--- src/e1rx_pkg.sv ---
// constants and types for the e1 receive slip and framer event block
package e1rx_pkg;
   // register addresses on the parallel microprocessor port
   localparam logic [15:0] ADDR_SLIP_STATUS = 16'h0B08;
   localparam logic [15:0] ADDR_SLIP_IRQ_ENABLE = 16'h0B09;
   localparam logic [15:0] ADDR_LOOP_CODE_IRQ_STATUS = 16'h0B0A;
   localparam logic [15:0] ADDR_LOOP_CODE_IRQ_ENABLE = 16'h0B0B;
   // field positions
   localparam int BIT_RX_FULL = 2;
   localparam int BIT_RX_EMPTY = 1;
   localparam int BIT_RX_SLIP = 0;
   localparam int BIT_AUX_STATE = 7;
   localparam int BIT_AUX_CHANGE = 6;
   localparam int BIT_IW_STATE = 5;
   localparam int BIT_IW_CHANGE = 4;
   // reset values
   localparam logic [7:0] REG_RESET = 8'h00;
   // slip buffer holds two frames
   localparam logic [1:0] SB_FRAMES = 2'h2;
   localparam logic [1:0] SB_EMPTY = 2'h0;
   localparam logic [1:0] SB_ONE = 2'h1;
   // interworking wait
   localparam int IW_WAIT_MS = 400;
   localparam int CLK_KHZ = 40000;
   localparam int IW_WAIT_CYC = IW_WAIT_MS * CLK_KHZ;
   localparam int IW_CNT_W = 24;
   // interworking search states, gray along search -> timing -> non-crc
   typedef enum logic [1:0] {
      E1RX_IW_SEARCH = 2'h0,
      E1RX_IW_TIMING = 2'h1,
      E1RX_IW_NONCRC = 2'h3
   } e1rx_iw_state_t;
endpackage : e1rx_pkg

--- src/e1rx_slip_ctl.sv ---
// two-frame receive slip buffer frame pointer control
`timescale 1ns/10ps
module e1rx_slip_ctl (
   input wire logic clk,
   input wire logic rst_b,
   input wire logic ce,
   input wire logic wr_frame,
   input wire logic rd_frame,
   output logic full_slip,
   output logic empty_slip,
   output logic wr_frame_sel,
   output logic rd_frame_sel,
   output logic [1:0] frame_count
);
   import e1rx_pkg::*;

   logic next_full_slip;
   logic next_empty_slip;
   logic next_wr_frame_sel;
   logic next_rd_frame_sel;
   logic [1:0] next_frame_count;
   logic is_full;
   logic is_empty;

   // frame accounting; a write and a read together leave the level alone unless the buffer is empty
   always_comb begin
      is_full = (frame_count == SB_FRAMES);
      is_empty = (frame_count == SB_EMPTY);
      next_full_slip = 1'b0;
      next_empty_slip = 1'b0;
      next_wr_frame_sel = wr_frame_sel;
      next_rd_frame_sel = rd_frame_sel;
      next_frame_count = frame_count;
      if (wr_frame && rd_frame && !is_empty) begin
         next_wr_frame_sel = ~wr_frame_sel;
         next_rd_frame_sel = ~rd_frame_sel;
      end else begin
         if (wr_frame) begin
            if (is_full) begin
               // pointer not advanced: the incoming frame is dropped
               next_full_slip = 1'b1;
            end else begin
               next_wr_frame_sel = ~wr_frame_sel;
               next_frame_count = frame_count + SB_ONE;
            end
         end
         if (rd_frame) begin
            if (is_empty) begin
               // pointer held back: the last frame read goes out again
               next_empty_slip = 1'b1;
            end else begin
               next_rd_frame_sel = ~rd_frame_sel;
               next_frame_count = frame_count - SB_ONE;
            end
         end
      end
   end

   // register the pointers and slip pulses
   always_ff @(posedge clk) begin
      if (!rst_b) begin
         full_slip <= 1'b0;
         empty_slip <= 1'b0;
         wr_frame_sel <= 1'b0;
         rd_frame_sel <= 1'b0;
         frame_count <= SB_EMPTY;
      end else if (ce) begin
         full_slip <= next_full_slip;
         empty_slip <= next_empty_slip;
         wr_frame_sel <= next_wr_frame_sel;
         rd_frame_sel <= next_rd_frame_sel;
         frame_count <= next_frame_count;
      end
   end
endmodule : e1rx_slip_ctl

--- src/e1rx_event_irq.sv ---
// e1 receive slip and framer event registers with interrupt request
// Behaviour
// - a write into a full slip buffer drops one frame and sets rx full.
// - a read from an empty slip buffer repeats one frame, sets rx empty.
// - slip enable bit 2, reset zero, gates the rx full interrupt.
// - slip enable bit 1, reset zero, gates the rx empty interrupt.
// - slip enable bit 0, reset zero, gates the combined rx slip interrupt.
// - loop status bit 7 reads one while the 101010 pattern is detected.
// - when enabled, bit 6 flags both start and end of the aux pattern.
// - the aux change flag resets to zero and clears on a host read.
// - loop status bit 5 is the interworking state while annex b is enabled, reset zero.
// - no crc-4 multiframe lock 400 ms after frame lock sets interworking.
// - with annex b and crc-4 alignment enabled the framer runs the annex b crc-4 search.
// - loop status bit 4 is set on entry to or exit from interworking.
// - loop enable bit 6, reset zero, enables the aux change interrupt.
// - loop enable bit 4, reset zero, enables the interworking interrupt.
`timescale 1ns/10ps
module e1rx_event_irq #(
   parameter int IW_WAIT = e1rx_pkg::IW_WAIT_CYC
) (
   input wire logic clk,
   input wire logic rst_b,
   input wire logic ce,
   input wire logic [15:0] reg_addr,
   input wire logic reg_wr,
   input wire logic reg_rd,
   input wire logic [7:0] reg_wdata,
   output logic [7:0] reg_rdata,
   input wire logic sb_wr_frame,
   input wire logic sb_rd_frame,
   output logic sb_wr_frame_sel,
   output logic sb_rd_frame_sel,
   input wire logic aux_pattern_detect,
   input wire logic crc4_align_en,
   input wire logic annex_b_alignment_en,
   input wire logic basic_frame_aligned,
   input wire logic crc4_mf_aligned,
   output logic annex_b_search,
   output logic irq
);
   import e1rx_pkg::*;

   // register address decode for reads and writes
   function automatic logic hit(input logic [15:0] a, input logic [15:0] b);
      hit = (a == b);
   endfunction : hit

   // set wins over a clear in the same cycle
   function automatic logic sticky(input logic q, input logic set,
                                   input logic clr);
      sticky = set | (q & ~clr);
   endfunction : sticky

   logic full_slip;
   logic empty_slip;
   logic [1:0] sb_level;
   logic [2:0] slip_irq_enable;
   logic [2:0] next_slip_irq_enable;
   logic [2:0] slip_status;
   logic [2:0] next_slip_status;
   logic aux_pattern_change_en;
   logic next_aux_pattern_change_en;
   logic interwork_change_en;
   logic next_interwork_change_en;
   logic aux_pattern_state;
   logic next_aux_pattern_state;
   logic aux_pattern_change_flag;
   logic next_aux_pattern_change_flag;
   logic interwork_change_flag;
   logic next_interwork_change_flag;
   e1rx_iw_state_t iw_state;
   e1rx_iw_state_t next_iw_state;
   logic [IW_CNT_W-1:0] iw_cnt;
   logic [IW_CNT_W-1:0] next_iw_cnt;
   logic [7:0] next_reg_rdata;
   logic next_irq;
   logic next_annex_b_search;
   logic rd_slip;
   logic rd_loop;
   logic iw_enter;
   logic iw_leave;
   logic aux_edge;

   // frame pointer control of the two-frame slip buffer
   e1rx_slip_ctl u_slip (
      .clk(clk),
      .rst_b(rst_b),
      .ce(ce),
      .wr_frame(sb_wr_frame),
      .rd_frame(sb_rd_frame),
      .full_slip(full_slip),
      .empty_slip(empty_slip),
      .wr_frame_sel(sb_wr_frame_sel),
      .rd_frame_sel(sb_rd_frame_sel),
      .frame_count(sb_level)
   );

   // interworking search; loss of frame lock or gain of crc-4 lock ends the wait
   always_comb begin
      next_iw_state = iw_state;
      next_iw_cnt = iw_cnt;
      iw_enter = 1'b0;
      iw_leave = 1'b0;
      unique case (iw_state)
         E1RX_IW_SEARCH: begin
            next_iw_cnt = '0;
            if (crc4_align_en && basic_frame_aligned && !crc4_mf_aligned) begin
               next_iw_state = E1RX_IW_TIMING;
            end
         end
         E1RX_IW_TIMING: begin
            if (!crc4_align_en || !basic_frame_aligned || crc4_mf_aligned) begin
               next_iw_state = E1RX_IW_SEARCH;
            end else if (iw_cnt == IW_CNT_W'(IW_WAIT - 1)) begin
               next_iw_state = E1RX_IW_NONCRC;
               iw_enter = 1'b1;
            end else begin
               next_iw_cnt = iw_cnt + IW_CNT_W'(1);
            end
         end
         E1RX_IW_NONCRC: begin
            // far end found to send crc-4 after all, or crc-4 alignment disabled
            if (!crc4_align_en || crc4_mf_aligned) begin
               next_iw_state = E1RX_IW_SEARCH;
               iw_leave = 1'b1;
            end
         end
         default: begin
            next_iw_state = E1RX_IW_SEARCH;
         end
      endcase
   end

   // interworking state registers
   always_ff @(posedge clk) begin
      if (!rst_b) begin
         iw_state <= E1RX_IW_SEARCH;
         iw_cnt <= '0;
      end else if (ce) begin
         iw_state <= next_iw_state;
         iw_cnt <= next_iw_cnt;
      end
   end

   // host register writes, status flags and read data
   always_comb begin
      rd_slip = reg_rd && hit(reg_addr, ADDR_SLIP_STATUS);
      rd_loop = reg_rd && hit(reg_addr, ADDR_LOOP_CODE_IRQ_STATUS);
      aux_edge = aux_pattern_detect ^ aux_pattern_state;
      next_aux_pattern_state = aux_pattern_detect;
      next_slip_irq_enable = slip_irq_enable;
      next_aux_pattern_change_en = aux_pattern_change_en;
      next_interwork_change_en = interwork_change_en;
      if (reg_wr && hit(reg_addr, ADDR_SLIP_IRQ_ENABLE)) begin
         next_slip_irq_enable[BIT_RX_FULL] = reg_wdata[BIT_RX_FULL];
         next_slip_irq_enable[BIT_RX_EMPTY] = reg_wdata[BIT_RX_EMPTY];
         next_slip_irq_enable[BIT_RX_SLIP] = reg_wdata[BIT_RX_SLIP];
      end
      if (reg_wr && hit(reg_addr, ADDR_LOOP_CODE_IRQ_ENABLE)) begin
         next_aux_pattern_change_en = reg_wdata[BIT_AUX_CHANGE];
         next_interwork_change_en = reg_wdata[BIT_IW_CHANGE];
      end
      next_slip_status[BIT_RX_FULL] =
         sticky(slip_status[BIT_RX_FULL], full_slip, rd_slip);
      next_slip_status[BIT_RX_EMPTY] =
         sticky(slip_status[BIT_RX_EMPTY], empty_slip, rd_slip);
      next_slip_status[BIT_RX_SLIP] = sticky(slip_status[BIT_RX_SLIP],
         full_slip | empty_slip, rd_slip);
      next_aux_pattern_change_flag = sticky(aux_pattern_change_flag,
         aux_edge & aux_pattern_change_en, rd_loop);
      next_interwork_change_flag = sticky(interwork_change_flag,
         iw_enter | iw_leave, rd_loop);
      // read data; unmapped addresses read zero
      next_reg_rdata = REG_RESET;
      if (hit(reg_addr, ADDR_SLIP_STATUS)) begin
         next_reg_rdata[2:0] = slip_status;
      end else if (hit(reg_addr, ADDR_SLIP_IRQ_ENABLE)) begin
         next_reg_rdata[2:0] = slip_irq_enable;
      end else if (hit(reg_addr, ADDR_LOOP_CODE_IRQ_STATUS)) begin
         next_reg_rdata[BIT_AUX_STATE] = aux_pattern_state;
         next_reg_rdata[BIT_AUX_CHANGE] = aux_pattern_change_flag;
         next_reg_rdata[BIT_IW_STATE] =
            (iw_state == E1RX_IW_NONCRC) && annex_b_alignment_en;
         next_reg_rdata[BIT_IW_CHANGE] = interwork_change_flag;
      end else if (hit(reg_addr, ADDR_LOOP_CODE_IRQ_ENABLE)) begin
         next_reg_rdata[BIT_AUX_CHANGE] = aux_pattern_change_en;
         next_reg_rdata[BIT_IW_CHANGE] = interwork_change_en;
      end
      // request only while an enabled flag stands
      next_irq = |(next_slip_status & next_slip_irq_enable)
         | (next_aux_pattern_change_flag & next_aux_pattern_change_en)
         | (next_interwork_change_flag & next_interwork_change_en);
      next_annex_b_search = annex_b_alignment_en & crc4_align_en;
   end

   // register block state; read data is held until the next read
   always_ff @(posedge clk) begin
      if (!rst_b) begin
         slip_irq_enable <= REG_RESET[2:0];
         slip_status <= REG_RESET[2:0];
         aux_pattern_change_en <= 1'b0;
         interwork_change_en <= 1'b0;
         aux_pattern_state <= 1'b0;
         aux_pattern_change_flag <= 1'b0;
         interwork_change_flag <= 1'b0;
         reg_rdata <= REG_RESET;
         irq <= 1'b0;
         annex_b_search <= 1'b0;
      end else if (ce) begin
         slip_irq_enable <= next_slip_irq_enable;
         slip_status <= next_slip_status;
         aux_pattern_change_en <= next_aux_pattern_change_en;
         interwork_change_en <= next_interwork_change_en;
         aux_pattern_state <= next_aux_pattern_state;
         aux_pattern_change_flag <= next_aux_pattern_change_flag;
         interwork_change_flag <= next_interwork_change_flag;
         if (reg_rd) begin
            reg_rdata <= next_reg_rdata;
         end
         irq <= next_irq;
         annex_b_search <= next_annex_b_search;
      end
   end
endmodule : e1rx_event_irq

--- config.mk ---
export PLATFORM = sky130hd
export DESIGN_NAME = e1rx_event_irq
export DESIGN_NICKNAME = d
export VERILOG_FILES = /design/src/e1rx_pkg.sv /design/src/e1rx_slip_ctl.sv /design/src/e1rx_event_irq.sv
export SDC_FILE = /design/constraint.sdc
export NUM_CORES = 1
export LEC_CHECK = 0
export BUFFER_PORTS_ARGS = -buffer_cell sky130_fd_sc_hd__buf_2
export CORE_UTILIZATION = 60
export CTS_BUF_LIST = sky130_fd_sc_hd__clkbuf_4
export CTS_CLUSTER_DIAMETER = 50
export DETAILED_ROUTE_END_ITERATION = 8
export PLACE_DENSITY = 0.93
export SYNTH_ARGS = -nofsm -noshare
export SYNTH_HDL_FRONTEND = slang
export SYNTH_HIERARCHICAL = 1
export SYNTH_SLANG_ARGS = --single-unit
--- constraint.sdc ---
create_clock -name clk -period 5.93 [get_ports clk]
set_clock_uncertainty 0.1 [all_clocks]
set_input_delay 0.2965 -clock clk [delete_from_list [all_inputs] [get_ports clk]]
set_output_delay 0.2965 -clock clk [all_outputs]
set_load 0.005 [all_outputs]
==> results.md, run 1 <==
Setup path:
- The first element of the critical path is iw_cnt[0]$_SDFFE_PN0P_.
- The number of cells on the worst reg-to-reg path is 7.
- Data on the critical path arrives at its endpoint at 2.98 ns.
- The critical-path cell with the highest stage delay is sky130_fd_sc_hd__o31ai_4.
- The critical path class is reg -> reg.
- The biggest cell delay along the critical path is 0.97 ns.
- The worst setup path is launched from a register.
- The data required time at the worst endpoint is 6.10 ns.
- The capturing element type of the critical path is a register.
- The critical path goes through ha_1 -> and4bb_1 -> nand4b_1 -> o31ai_4 -> nor3_2 -> nand3_1 -> mux2_1.
- The launch point of the worst reg-to-reg path is iw_cnt[0]$_SDFFE_PN0P_.
- Along the worst path, the maximum fanout reaches 26.

Hold path:
- In this run the most critical hold path is launched from reg_wdata[0].
- The worst hold path class is in -> reg.
- Counting instances, the worst hold path has a depth of 3.

Cells and area:
- Compared with the post-synthesis result, the final layout area differs by 8.92%.
- The post-route cell area is 0.00306 mm².
- The fraction of layout cells with a size suffix above 1 is 19.5%.
- Across the whole layout, storage elements account for 0.00104 mm².
- The final-stage net count is 399.
- Summing all multi-input logic gate instances after layout gives 0.00164 mm².
- The number of antenna diodes in the final layout is 0.
- The filler cell count in the final layout is 358.

GRT:
- Summed over all layers, the global routing overflow is 0.
- The first global-routing pass estimated 9470 µm of wire.
- The initial antenna violation count is 0.
- The via count of the first global-routing pass is 2206.
- Global routing used 23.4% of the available tracks.
- The largest net degree at the start of global routing is 36.

Flow run:
- Max-cap violations in this run came to 0.

Synthesis:
- In this run, synthesis inferred 0 flip-flops with an integrated enable.
- The dominant register cell in the synthesized netlist is sky130_fd_sc_hd__dfxtp_1.
- Synthesis handed over a netlist of 323 instances.
- Synthesis inferred 52 register bits.
- After synthesis, the largest area contributor takes up 37.1% of total cell area.
- The netlist uses 60 different library cells.
- Sequential cells were found to cover 37.1% of the synthesized design area.
- The total nets after synthesis is 364.
- The library cell occupying the most area in the post-synthesis netlist is sky130_fd_sc_hd__dfxtp_1.
- The share of async-settable or async-resettable flops after synthesis is 0%.
- Yosys printed 6 warnings.
- Yosys attributes the largest share of cell area to sky130_fd_sc_hd__dfxtp_1, sky130_fd_sc_hd__xnor2_1, sky130_fd_sc_hd__mux2i_1.
- The average size of a mapped cell is 8.69 µm².
- The combined area of all synthesized cells is 0.00281 mm².

Placement:
- Prior to clock tree synthesis, the placed netlist has a worst setup slack of 3.14 ns.
- At the end of routability-driven placement, the weighted congestion stood at 0.845.
- The final HPWL from detailed placement is 3990 µm.
- After detailed placement, the total cell area comes to 0.00301 mm².
- The count of buffers added on input and output ports is 43.

Route:
- The first TritonRoute pass finished after 4 iterations.
- After detailed routing, the total wire length is 5450 µm.
- For this run, design rule violations remaining after detail routing come to 0.
- The per-cell routed wire length is 13.3 µm.
- Across all layers, the routed design uses 2379 vias.
- The first routing iteration left 146 violations.
- The post-route antenna net violation count is 0.
- In the routed layout, each cell is associated on average with a via count of 5.79.

Clock network:
- TritonCTS built the clock tree.
- The number of H-tree levels is 2.
- The number of clock sinks seen by CTS is 52.
- The maximum clock path buffer count is 2.
- The buffer cell driving the clock tree root is sky130_fd_sc_hd__clkbuf_4.
- The number of clock buffers inserted by TritonCTS is 5.
- Post-CTS repair changed the size of 0 cells.
- The register clock-pin slew on the reported worst setup and hold paths is 0.14 ns.
- Clock latency on the worst-skew pair, taken at its later pin, is 0.36 ns.
- The post-CTS setup repair buffer count is 0.
- In this run, post-CTS hold repair placed 0 buffers.

STA:
- The upper clock frequency limit is 355 MHz.
- The number of endpoints with negative hold slack in the final report is 0.
- The worst slew slack as a fraction of its limit is 26.3%.
- Setup repair after global routing left no endpoint under its margin.
- The actual transition at the worst max-transition pin is 1.10 ns.
- The final critical path takes up 47.5% of the cycle.
- The final-report setup violation count is 0.
- The final-layout worst hold slack is 0.0958 ns.
- Subtracting the final worst setup slack from the clock period gives 2.82 ns.
- The number of max-slew violations in the final report is 0.
- Summed over all failing endpoints, the final setup total negative slack is 0 ns.
- After layout, the worst setup slack is 3.11 ns.

Die:
- The I/O pin count is 48.
- The initial utilization of the core area, before any placement, comes to 63.6%.
- In this run the vertical extent of the chip is 70.4 µm.
- The total core area is 0.00441 mm².
- The area of the die is 0.00495 mm².
- In this run the core area contains 24 standard-cell rows.
- The horizontal die dimension is 70.4 µm.

Power:
- The peak ir drop on the vdd network is 0.000151 V.
- The total power draw is 0.576 mW.
- The total power per unit cell area is 189 mW/mm².
- For this design the static power due to leakage is 1.06 nW.

Outcome:
- The run finished with clean final reports.
-- sequential cells by signal, summed over array words and instances, names as in the netlist, 2 cells and up, named ones only --
signal           flops
iw_cnt              24
iw_state             2
reg_rdata            7
slip_irq_enable      3
slip_status          3
-- final cells by class --
| cell class | instances | area share (%) |
|---|---|---|
| clock buffer | 5 | 1.23 |
| timing repair buffer | 44 | 7.29 |
| clock inverter | 3 | 0.450 |
| sequential | 52 | 34.1 |
| inverter | 10 | 1.23 |
| tap | 52 | 2.13 |
| multi-input combinational | 245 | 53.6 |
-- final timing paths --
kind | to | slack [ns]
worst max-delay path | iw_cnt[22]$_SDFFE_PN0P_ | 3.11
worst max register to register | iw_cnt[22]$_SDFFE_PN0P_ | 3.11
worst min register to register | reg_rdata[5]$_SDFFE_PN0P_ | 0.38
worst min-delay path | slip_irq_enable[0]$_SDFFE_PN0P_ | 0.1
-- cell families (layout without fill, tap and decap cells) --
family / count (synthesis) / in the layout / share of synthesized area (%)
DFF: 52 / 52 / 37.1
adders and majority gates: 5 / 5 / 2.23
muxes: 15 / 15 / 5.39
other: 1 / 1 / 0.134
xor gates and xnor gates: 21 / 21 / 6.55
and+or+nand+nor: 152 / 152 / 31.8
buffers and inverters: 26 / 62 / 4.50
AOI/OAI and AO/OA: 51 / 51 / 12.3
-- per-layer routing --
metal  up-vias  GRT usage (%)  part of all wire (%)
li1       1204              -                     -
met1      1119           29.5                    46
met2        51           39.8                    49
met3         5           4.62                   4.1
met4         0           7.33                  0.88
met5         -              0                     0
-- cells in the mapped netlist (5+ instances only) --
| cell type | number |
|---|---|
| sky130_fd_sc_hd__nor3_1 | 14 |
| sky130_fd_sc_hd__inv_1 | 10 |
| sky130_fd_sc_hd__nor2_1 | 30 |
| sky130_fd_sc_hd__xnor2_1 | 20 |
| sky130_fd_sc_hd__dfxtp_1 | 52 |
| sky130_fd_sc_hd__nor3_2 | 6 |
| sky130_fd_sc_hd__a21boi_0 | 8 |
| sky130_fd_sc_hd__nor2b_1 | 14 |
| sky130_fd_sc_hd__nand3_1 | 12 |
| sky130_fd_sc_hd__nand2_1 | 28 |
| sky130_fd_sc_hd__clkbuf_1 | 9 |
| sky130_fd_sc_hd__ha_1 | 5 |
| sky130_fd_sc_hd__nand2b_1 | 9 |
| sky130_fd_sc_hd__o21ai_0 | 8 |
| sky130_fd_sc_hd__nor4_1 | 5 |
| sky130_fd_sc_hd__mux2i_1 | 14 |
| sky130_fd_sc_hd__a21oi_1 | 14 |
| sky130_fd_sc_hd__nand4_1 | 6 |
-- cells in the final DEF, fill, tap and decap left out, types with 3 or more instances in the layout --
| cell | n |
|---|---|
| sky130_fd_sc_hd__o21ai_0 | 8 |
| sky130_fd_sc_hd__and2_1 | 3 |
| sky130_fd_sc_hd__nand3_1 | 12 |
| sky130_fd_sc_hd__nand2_1 | 28 |
| sky130_fd_sc_hd__nor2b_1 | 14 |
| sky130_fd_sc_hd__dfxtp_1 | 52 |
| sky130_fd_sc_hd__xnor2_1 | 20 |
| sky130_fd_sc_hd__nor2_1 | 30 |
| sky130_fd_sc_hd__nand4_1 | 6 |
| sky130_fd_sc_hd__clkbuf_4 | 5 |
| sky130_fd_sc_hd__nor3_1 | 14 |
| sky130_fd_sc_hd__a31oi_1 | 3 |
| sky130_fd_sc_hd__nor4_2 | 3 |
| sky130_fd_sc_hd__buf_2 | 43 |
| sky130_fd_sc_hd__inv_1 | 10 |
| sky130_fd_sc_hd__a21boi_0 | 8 |
| sky130_fd_sc_hd__nand2b_1 | 9 |
| sky130_fd_sc_hd__ha_1 | 5 |
| sky130_fd_sc_hd__a21oi_1 | 14 |
| sky130_fd_sc_hd__nor3_2 | 6 |
| sky130_fd_sc_hd__nor4_1 | 5 |
| sky130_fd_sc_hd__mux2i_1 | 14 |
-- worst max-delay path: cells and delay by family (launching register included) --
family          cells  cell delay (ns)
compound gates      1             0.97
fa+ha+maj           1             0.22
flops               1             0.40
mux                 1             0.31
simple gates        4             0.70
-- power by group --
part,switching (mW),internal [mW]
combinational,0.0357,0.0274
clock,0.108,0.0438
sequential,0.00552,0.356
total,0.149,0.427
-- per-stage QoR --
step | utilization [%] | instances
3_3_place_gp | 68.1 | 403
4_1_cts | 69.2 | 411
6_report | 69.2 | 411
5_1_grt | 69.2 | 411
3_5_place_dp | 68.1 | 403
2_1_floorplan | - | 323
Power figures use the tool's default switching activity.
==> run 2, diff against run 1 <==
- CORE_UTILIZATION: 60 -> 52
- PLACE_DENSITY: 0.93 -> 0.87
- clock period: 5.93 -> 2.5 ns (I/O delays scaled with it)
==> run 2 against run 1 <==
Net effect: clock power is 140% higher; design area is 5.7% higher; worst setup slack worse by 2.8 ns; sequential share of layout area is 1.8 points lower; cell count is 8.3% higher; core utilization is 6.4 points lower; critical path depth is 1 higher; first-iteration DRC count is 1.4% higher.
==> results.md, run 2 (synthesized netlist as in run 1, its figures left out) <==
Placement:
- The final HPWL from detailed placement is 4230 µm (+6.0%).
- The worst setup slack after placement is 0.355 ns (-2.78 ns).
- The number of port buffers was 43 (unchanged).
- The area after detailed placement came to 0.00307 mm² (+2.0%).
- The number of placed instances, taps included is 426 (+5.7%).
- The last weighted congestion value of the routability-driven placer is 0.835 (-1.2%).

Clock network:
- The insertion delay to the later sink of the worst-skew pair is 0.37 ns (about the same).
- The post-CTS setup repair buffer count was 0 (unchanged).
- The number of H-tree levels is 2 (unchanged).
- The maximum clock path buffer count is 2 (unchanged).
- TritonCTS built the clock tree.
- The number of clock buffers inserted by TritonCTS is 5 (unchanged).
- The register clock-pin slew on the reported worst setup and hold paths is 0.15 ns (about the same).
- The number of clock sinks seen by CTS is 52 (unchanged).
- The tree is rooted in a sky130_fd_sc_hd__clkbuf_4.

Route:
- The starting DRC count in detailed routing came to 148 (+1.4%).
- The per-cell routed wire length was 13.5 µm (+1.9%).
- The sum of routed wire length over all layers is 6010 µm (+10%).
- The count of TritonRoute iterations in the first routing pass came to 4 (unchanged).
- The via total after detailed routing was 2469 (+3.8%).
- The post-route antenna net violation count is 0 (unchanged).
- The number of vias per cell is 5.55 (-4.1%).
- The residual DRC count is 0 (unchanged).

STA:
- The upper clock frequency limit is 457 MHz (+29%).
- The final cycle utilization of the critical path is 87.5% (+40 points).
- The final-report setup violation count was 0 (unchanged).
- The number of endpoints with negative hold slack in the final report is 0 (unchanged).
- The number of max-slew violations in the final report is 0 (unchanged).
- Setup repair after global routing left no endpoint under its margin.
- The actual transition at the worst max-transition pin is 0.597 ns (-0.508 ns).
- The final-layout worst hold slack is 0.0204 ns (-0.0754 ns).
- The worst slew slack as a fraction of its limit is 60.1% (+34 points).
- The final worst setup slack came to 0.312 ns (-2.80 ns).
- The time the final worst path needs with I/O delays and setup is 2.19 ns (-0.631 ns).
- The sum of negative setup slack is 0 ns (unchanged).

GRT:
- The total global routing track utilization is 22.3% (-1.1 points).
- The initial antenna violation count was 0 (unchanged).
- The remaining global-route overflow came to 0 (unchanged).
- The first-pass GRT wire length is 9670 µm (+2.2%).
- The via count of the first global-routing pass is 2277 (+3.2%).
- The largest net degree at the start of global routing is 35 (-2.8%).

Cells and area:
- Compared with the post-synthesis result, the final layout area differs by 15.2%.
- The fraction of layout cells with a size suffix above 1 came to 20.0% (+0.50 points).
- The top cell types in the final layout, fill and taps aside, are sky130_fd_sc_hd__dfxtp_1, sky130_fd_sc_hd__buf_2, sky130_fd_sc_hd__nor2_1.
- The leading cell type in the layout, fill and taps excluded is sky130_fd_sc_hd__dfxtp_1.
- The largest register by flop count is iw_cnt.
- In the final layout, the registers with the most flip-flops are iw_cnt: 24 flops, reg_rdata: 7 flops.
- The post-route cell area is 0.00323 mm² (+5.7%).
- The fraction of the core area covered by cells at the end of the flow was 62.9% (-6.4 points).
- The footprint of the flip-flops and latches came to 0.00104 mm² (unchanged).
- The number of antenna diodes was 0 (unchanged).
- The final standard cell count with taps included and fillers excluded is 445 (+8.3%).
- The final-stage net count is 415 (+4.0%).
- The flip-flop count of the largest register after layout is 24 (unchanged).
- The filler cell count in the final layout is 443 (+24%).
- The area of combinational cells with multiple inputs was 0.00164 mm² (unchanged).

Setup path:
- The signal on the critical path passes through ha_1 -> and4bb_1 -> nand4b_1 -> o31ai_4 -> buf_4 -> nor4b_1 -> xnor2_1 -> nor2_1.
- The biggest cell delay along the critical path is 0.44 ns (-0.53 ns).
- The worst setup path is captured at a register.
- The startpoint identified for the worst register-to-register timing path is iw_cnt[0]$_SDFFE_PN0P_.
- The data required time at the worst endpoint is 2.66 ns (-3.44 ns).
- The first element of the critical path is iw_cnt[0]$_SDFFE_PN0P_.
- On the critical path, the stage with the largest delay is an instance of sky130_fd_sc_hd__nor4b_1.
- The worst setup path is launched from a register.
- The highest net fanout along the worst path is 7 (-73%).
- The critical path class is reg -> reg.
- The data arrival time at the worst-slack endpoint came to 2.34 ns (-0.64 ns).

Die:
- The I/O pin count is 48 (unchanged).
- The count of standard-cell rows came to 26 (+8.3%).
- The horizontal die dimension was 75.5 µm (+7.2%).
- The die height is 75.5 µm (+7.2%).
- The total core area was 0.00514 mm² (+16%).
- The starting density of the core is 54.6% (-9.0 points).
- The area of the die is 0.00569 mm² (+15%).

Flow run:
- The count of maximum capacitance violations is 0 (unchanged).

Power:
- The leakage power of the design is 1.13 nW (+6.3%).
- The peak ir drop on the vdd network is 0.000205 V (+36%).
- The total power draw is 1.40 mW (+140%).
- The total power per unit cell area was 433 mW/mm² (+130%).

Outcome:
- The flow ran to the end, and the final reports show no timing, DRC or antenna violations.

Hold path:
- The start point of the worst min-delay path is reg_wdata[6].
- The worst hold path belongs to the class in -> reg.
-- run 2: final cells by class --
type	count	area share (%)
multi-input cells	245	50.7
flip-flops and latches	52	32.2
repair buffers	60	11.5
well taps	70	2.71
clock buffers	6	1.39
inverters	10	1.16
clock inverters	2	0.348
-- run 2: what timing repair did --
| action | in CTS | in global routing |
|---|---|---|
| endpoints found under the hold margin | 11 | 0 |
| hold buffers | 11 | 0 |
| resized for setup | 0 | 0 |
-- run 2: worst paths after layout --
path / to / slack (ns) / depth (start not counted)
max: iw_cnt[13]$_SDFFE_PN0P_ / 0.31 / 8
min: aux_pattern_change_en$_SDFFE_PN0P_ / 0.02 / 4
max reg2reg: iw_cnt[13]$_SDFFE_PN0P_ / 0.31 / 8
min reg2reg: reg_rdata[7]$_SDFFE_PN0P_ / 0.37 / 2
-- run 2: critical path, delay by kind of cell (launching register included) --
family	cells	cell delay, ns
simple gates	4	0.89
flops	1	0.36
compound gates	1	0.12
fa+ha+maj	1	0.24
buf+inv	1	0.20
xor+xnor	1	0.17
-- run 2: layer usage --
layer / up-vias / GRT usage [%] / wire length, µm
met1: 1150 / 26.6 / 2650
met4: 0 / 9.67 / 129
met2: 75 / 38.7 / 2910
li1: 1231 / - / -
met3: 13 / 4.63 / 320
met5: - / 0 / 0
-- run 2: power by group --
part / internal, mW / switching [mW]
Clock: 0.118 / 0.252
Sequential: 0.844 / 0.0137
Combinational: 0.0816 / 0.0898
Total: 1.04 / 0.356
==> run 3, diff against run 2 <==
- ABC_AREA: unset -> 1
- CORE_UTILIZATION: 52 -> 53
- PLACE_DENSITY: 0.87 -> 0.78
==> run 3 against run 2 <==
Net effect: synthesized cell count is 63% higher; critical endpoint is now iw_cnt[6]$_SDFFE_PN0P_; hold slack better by 0.0022 ns; power increased by 10%; core utilization grew 1.0 points; via count is 36% higher; clock power rose by 7.8%; highest routed layer unchanged; critical path type unchanged; register-to-register slack about the same; first-iteration DRC count up 82%; sequential power rose by 2.9%; die area is 10% higher; design area rose by 11%.
==> results.md, run 3 <==
Outcome:
- The run finished with clean final reports.

Synthesis:
- The number of synthesized register bits is 52 (unchanged).
- The average size of a mapped cell was 6.01 µm² (-31%).
- By count the netlist is led by sky130_fd_sc_hd__nand2_1, sky130_fd_sc_hd__nor2_1, sky130_fd_sc_hd__inv_1, sky130_fd_sc_hd__dfxtp_1, sky130_fd_sc_hd__nand3_1.
- The combined area of all synthesized cells is 0.00315 mm² (+12%).
- The warning count from the yosys run is 6 (unchanged).
- The number of different library cells in the post-synthesis netlist is 31 (-48%).
- The dominant register cell in the synthesized netlist is sky130_fd_sc_hd__dfxtp_1.
- sky130_fd_sc_hd__nand2_1 is the most common cell in the netlist.
- The fraction of the yosys area taken by sequential cells is 33.0% (-4.1 points).
- The total nets after synthesis is 566 (+55%).
- The number of enable-type register cells in the synthesized netlist is 0 (unchanged).
- The library cell occupying the most area in the post-synthesis netlist is sky130_fd_sc_hd__dfxtp_1.
- By area the synthesized netlist is led by sky130_fd_sc_hd__dfxtp_1, sky130_fd_sc_hd__nand2_1, sky130_fd_sc_hd__nor2_1.
- The post-synthesis instance total is 525 (+63%).
- The area fraction of the dominant cell type after synthesis is 33.0% (-4.1 points).
- The share of async-settable or async-resettable flops after synthesis was 0% (unchanged).

Setup path:
- The worst setup slack for register-to-register paths is 0.33 ns (about the same).
- The category of the worst setup path launch point is a register.
- By instance count, the cell type seen most on the critical path is sky130_fd_sc_hd__nand2_1.
- The data arrival time at the worst-slack endpoint is 2.36 ns (+0.02 ns).
- The data required time at the worst endpoint is 2.69 ns (+0.03 ns).
- For this design, the slowest cell found on the critical path is sky130_fd_sc_hd__dfxtp_1.
- The capturing element type of the critical path is a register.
- The number of cells on the critical path is 12 (+4).
- The biggest cell delay along the critical path was 0.46 ns (+0.02 ns).
- Grouping stages by cell kind, the critical path spends the most delay in simple AND/OR/NAND/NOR gates.
- The number of cells on the worst reg-to-reg path is 12 (+4).
- The critical path is of the reg -> reg type.
- The number of buffers and inverters on the critical path is 2 (+1).
- The critical register-to-register path endpoint is iw_cnt[6]$_SDFFE_PN0P_.
- The highest net fanout along the worst path is 21 (+14).
- The launch point of the worst reg-to-reg path is iw_cnt[0]$_SDFFE_PN0P_.
- Traced cell by cell, the critical path runs through ha_1 -> nand2_1 -> nor2_1 -> nand2_2 -> nor2_4 -> nand3_1 -> nand2_2 -> inv_2 -> nand2_1 -> nand2_1 -> inv_1 -> nor2_1.

GRT:
- The largest net degree at the start of global routing came to 22 (-37%).
- The total global routing track utilization was 26.0% (+3.8 points).
- The remaining global-route overflow was 0 (unchanged).
- The via count of the first global-routing pass was 3096 (+36%).
- The initial antenna violation count came to 0 (unchanged).
- The first-pass GRT wire length is 13100 µm (+35%).

Flow run:
- The count of maximum capacitance violations was 0 (unchanged).

Power:
- The share of total power consumed by net switching came to 30.1% (+4.7 points).
- The combinational cell fraction of total power is 16.8% (+4.6 points).
- The total power draw was 1.54 mW (+10%).
- The leakage power of the design is 1.59 nW (+41%).
- The total power per unit cell area was 430 mW/mm² (-0.70%).
- The switching power summed over all nets is 0.465 mW (+31%).
- The internal power contribution came to 1.08 mW (+3.2%).
- The clock network power share is 25.9% (-0.6 points).
- The part of the total power dissipated in sequential elements is 57.3% (-4.0 points).
- The peak ir drop on the vdd network is 0.000348 V (+70%).

Hold path:
- The cell depth of the worst hold path came to 3 (-1).
- The worst hold path begins at rst_b.
- The worst hold path belongs to the class in -> reg.

STA:
- The final-report setup violation count is 0 (unchanged).
- The final-layout worst hold slack is 0.0227 ns (+0.00222 ns).
- The number of max-slew violations in the final report is 0 (unchanged).
- The time the final worst path needs with I/O delays and setup came to 2.17 ns (-0.0144 ns).
- The final worst setup slack was 0.327 ns (+0.0144 ns).
- The sum of negative setup slack is 0 ns (unchanged).
- Setup repair after global routing left no endpoint under its margin.
- The number of endpoints with negative hold slack in the final report is 0 (unchanged).
- The upper clock frequency limit is 460 MHz (+0.66%).
- The final cycle utilization of the critical path was 86.9% (-0.58 points).

Clock network:
- The register clock-pin slew on the reported worst setup and hold paths is 0.16 ns (about the same).
- The number of H-tree levels is 2 (unchanged).
- The number of clock buffers inserted by TritonCTS is 5 (unchanged).
- The number of clock sinks seen by CTS is 52 (unchanged).
- TritonCTS built the clock tree.
- The insertion delay to the later sink of the worst-skew pair is 0.38 ns (about the same).
- The maximum clock path buffer count is 2 (unchanged).
- The post-CTS resize count was 0 (unchanged).
- The buffer cell driving the clock tree root is sky130_fd_sc_hd__clkbuf_4.

Cells and area:
- The fraction of the core area covered by cells at the end of the flow is 63.9% (+1.0 points).
- Compared with the post-synthesis result, the final layout area differs by 13.6%.
- The filler cell count in the final layout was 542 (+22%).
- The number of antenna diodes is 0 (unchanged).
- The top cell types in the final layout, fill and taps aside, are sky130_fd_sc_hd__nand2_1, sky130_fd_sc_hd__nor2_1, sky130_fd_sc_hd__inv_1.
- The largest register by flop count is iw_cnt.
- The leading cell type in the layout, fill and taps excluded is sky130_fd_sc_hd__nand2_1.
- The final-stage net count is 619 (+49%).
- The fraction of layout cells with a size suffix above 1 was 12.1% (-7.9 points).
- The flip-flop count of the largest register after layout is 24 (unchanged).
- The largest registers in the layout are iw_cnt: 24 flops, reg_rdata: 7 flops.

Route:
- The post-route antenna net violation count is 0 (unchanged).
- The starting DRC count in detailed routing is 269 (+82%).
- The number of vias per cell is 5.17 (-6.8%).
- The residual DRC count came to 0 (unchanged).
- The sum of routed wire length over all layers is 7470 µm (+24%).
- The via total after detailed routing is 3368 (+36%).
- The per-cell routed wire length is 11.5 µm (-15%).
- The count of TritonRoute iterations in the first routing pass is 5 (+1).

Placement:
- The final HPWL from detailed placement is 5500 µm (+30%).
- The last weighted congestion value of the routability-driven placer is 0.952 (+14%).
- The worst setup slack after placement is 0.390 ns (+0.0351 ns).
- The number of port buffers is 43 (unchanged).

Die:
- The die height is 79.1 µm (+4.9%).
- The starting density of the core was 56.2% (+1.6 points).
- The count of standard-cell rows was 27 (+3.8%).
- The I/O pin count was 48 (unchanged).
- The horizontal die dimension was 79.1 µm (+4.9%).
- The total core area is 0.00561 mm² (+9.1%).
- The area of the die is 0.00626 mm² (+10%).
## run 3: cell count changes in the layout (fill, tap and decap cells not counted), sizes merged, moves of 15 or more
cell / before / now
nand2: 29 / 139
nand3: 12 / 46
inv: 10 / 68
a21oi: 14 / 31
nor2: 31 / 110
nor3: 20 / 5
xnor2: 20 / 1
o21ai: 9 / 24
## run 3: per-layer routing
layer	track usage [%]	routed length, µm	vias to the layer above
met5	0	0	-
met4	6.91	74	0
met3	4.48	401	7
met2	44.3	3360	82
met1	33.7	3640	1510
li1	-	-	1769
## run 3: kinds of logic after synthesis
family / share of synthesized area, %
buffers and inverters: 10.6
flip-flops: 33.0
adder cells (fa/ha/maj): 1.98
AND/OR/NAND/NOR: 41.5
AO/OA/AOI/OAI: 11.9
XOR/XNOR: 0.833
other: 0.119
## run 3: final cells by class
cell class | instances | area (µm²) | share of cell area, %
clock buffer | 6 | 45.0 | 1.26
tap | 72 | 90.1 | 2.51
multi-input combinational | 391 | 1780 | 49.6
sequential | 52 | 1040 | 29.0
clock inverter | 2 | 16.3 | 0.454
inverter | 70 | 263 | 7.33
timing repair buffer | 58 | 350 | 9.77
## run 3: worst max-delay path by stage
stage / start / endpoint / slack, ns
6_report: iw_cnt[0]$_SDFFE_PN0P_ / iw_cnt[6]$_SDFFE_PN0P_ / 0.33
3_3_place_gp: iw_cnt[0]$_SDFFE_PN0P_ / iw_cnt[22]$_SDFFE_PN0P_ / 0.42
5_1_grt: iw_cnt[0]$_SDFFE_PN0P_ / iw_cnt[6]$_SDFFE_PN0P_ / 0.00002
4_1_cts: iw_cnt[0]$_SDFFE_PN0P_ / iw_cnt[6]$_SDFFE_PN0P_ / 0.35
3_5_place_dp: iw_cnt[0]$_SDFFE_PN0P_ / iw_cnt[6]$_SDFFE_PN0P_ / 0.39
2_1_floorplan: iw_cnt[0]$_SDFFE_PN0P_ / iw_cnt[16]$_SDFFE_PN0P_ / 0.77
## run 3: worst min-delay path: stages
cell,delay (ns)
sky130_fd_sc_hd__buf_2,0.22
sky130_fd_sc_hd__nand2_1,0.11
sky130_fd_sc_hd__nor2_1,0.03
## run 3: timing repair
action | 4_1_cts | 5_1_grt
hold endpoints to repair | 7 | 0
hold buffers | 9 | 0
setup buffers | 0 | 0
## run 3: metrics by stage
stage	std cells	cell area, µm²
floorplan	525	3150
global placement	634	3430
detailed placement	634	3430
CTS	651	3580
global route	651	3580
finish	651	3580
## run 3: power groups by stage
stage               registers (mW)  clock network (mW)  logic (mW)
CTS                          0.883               0.416       0.256
finish                       0.883               0.400       0.259
floorplan                    0.897                   0       0.172
global route                 0.888               0.448       0.294
detailed placement           0.901                   0       0.246
global placement             0.900                   0       0.240
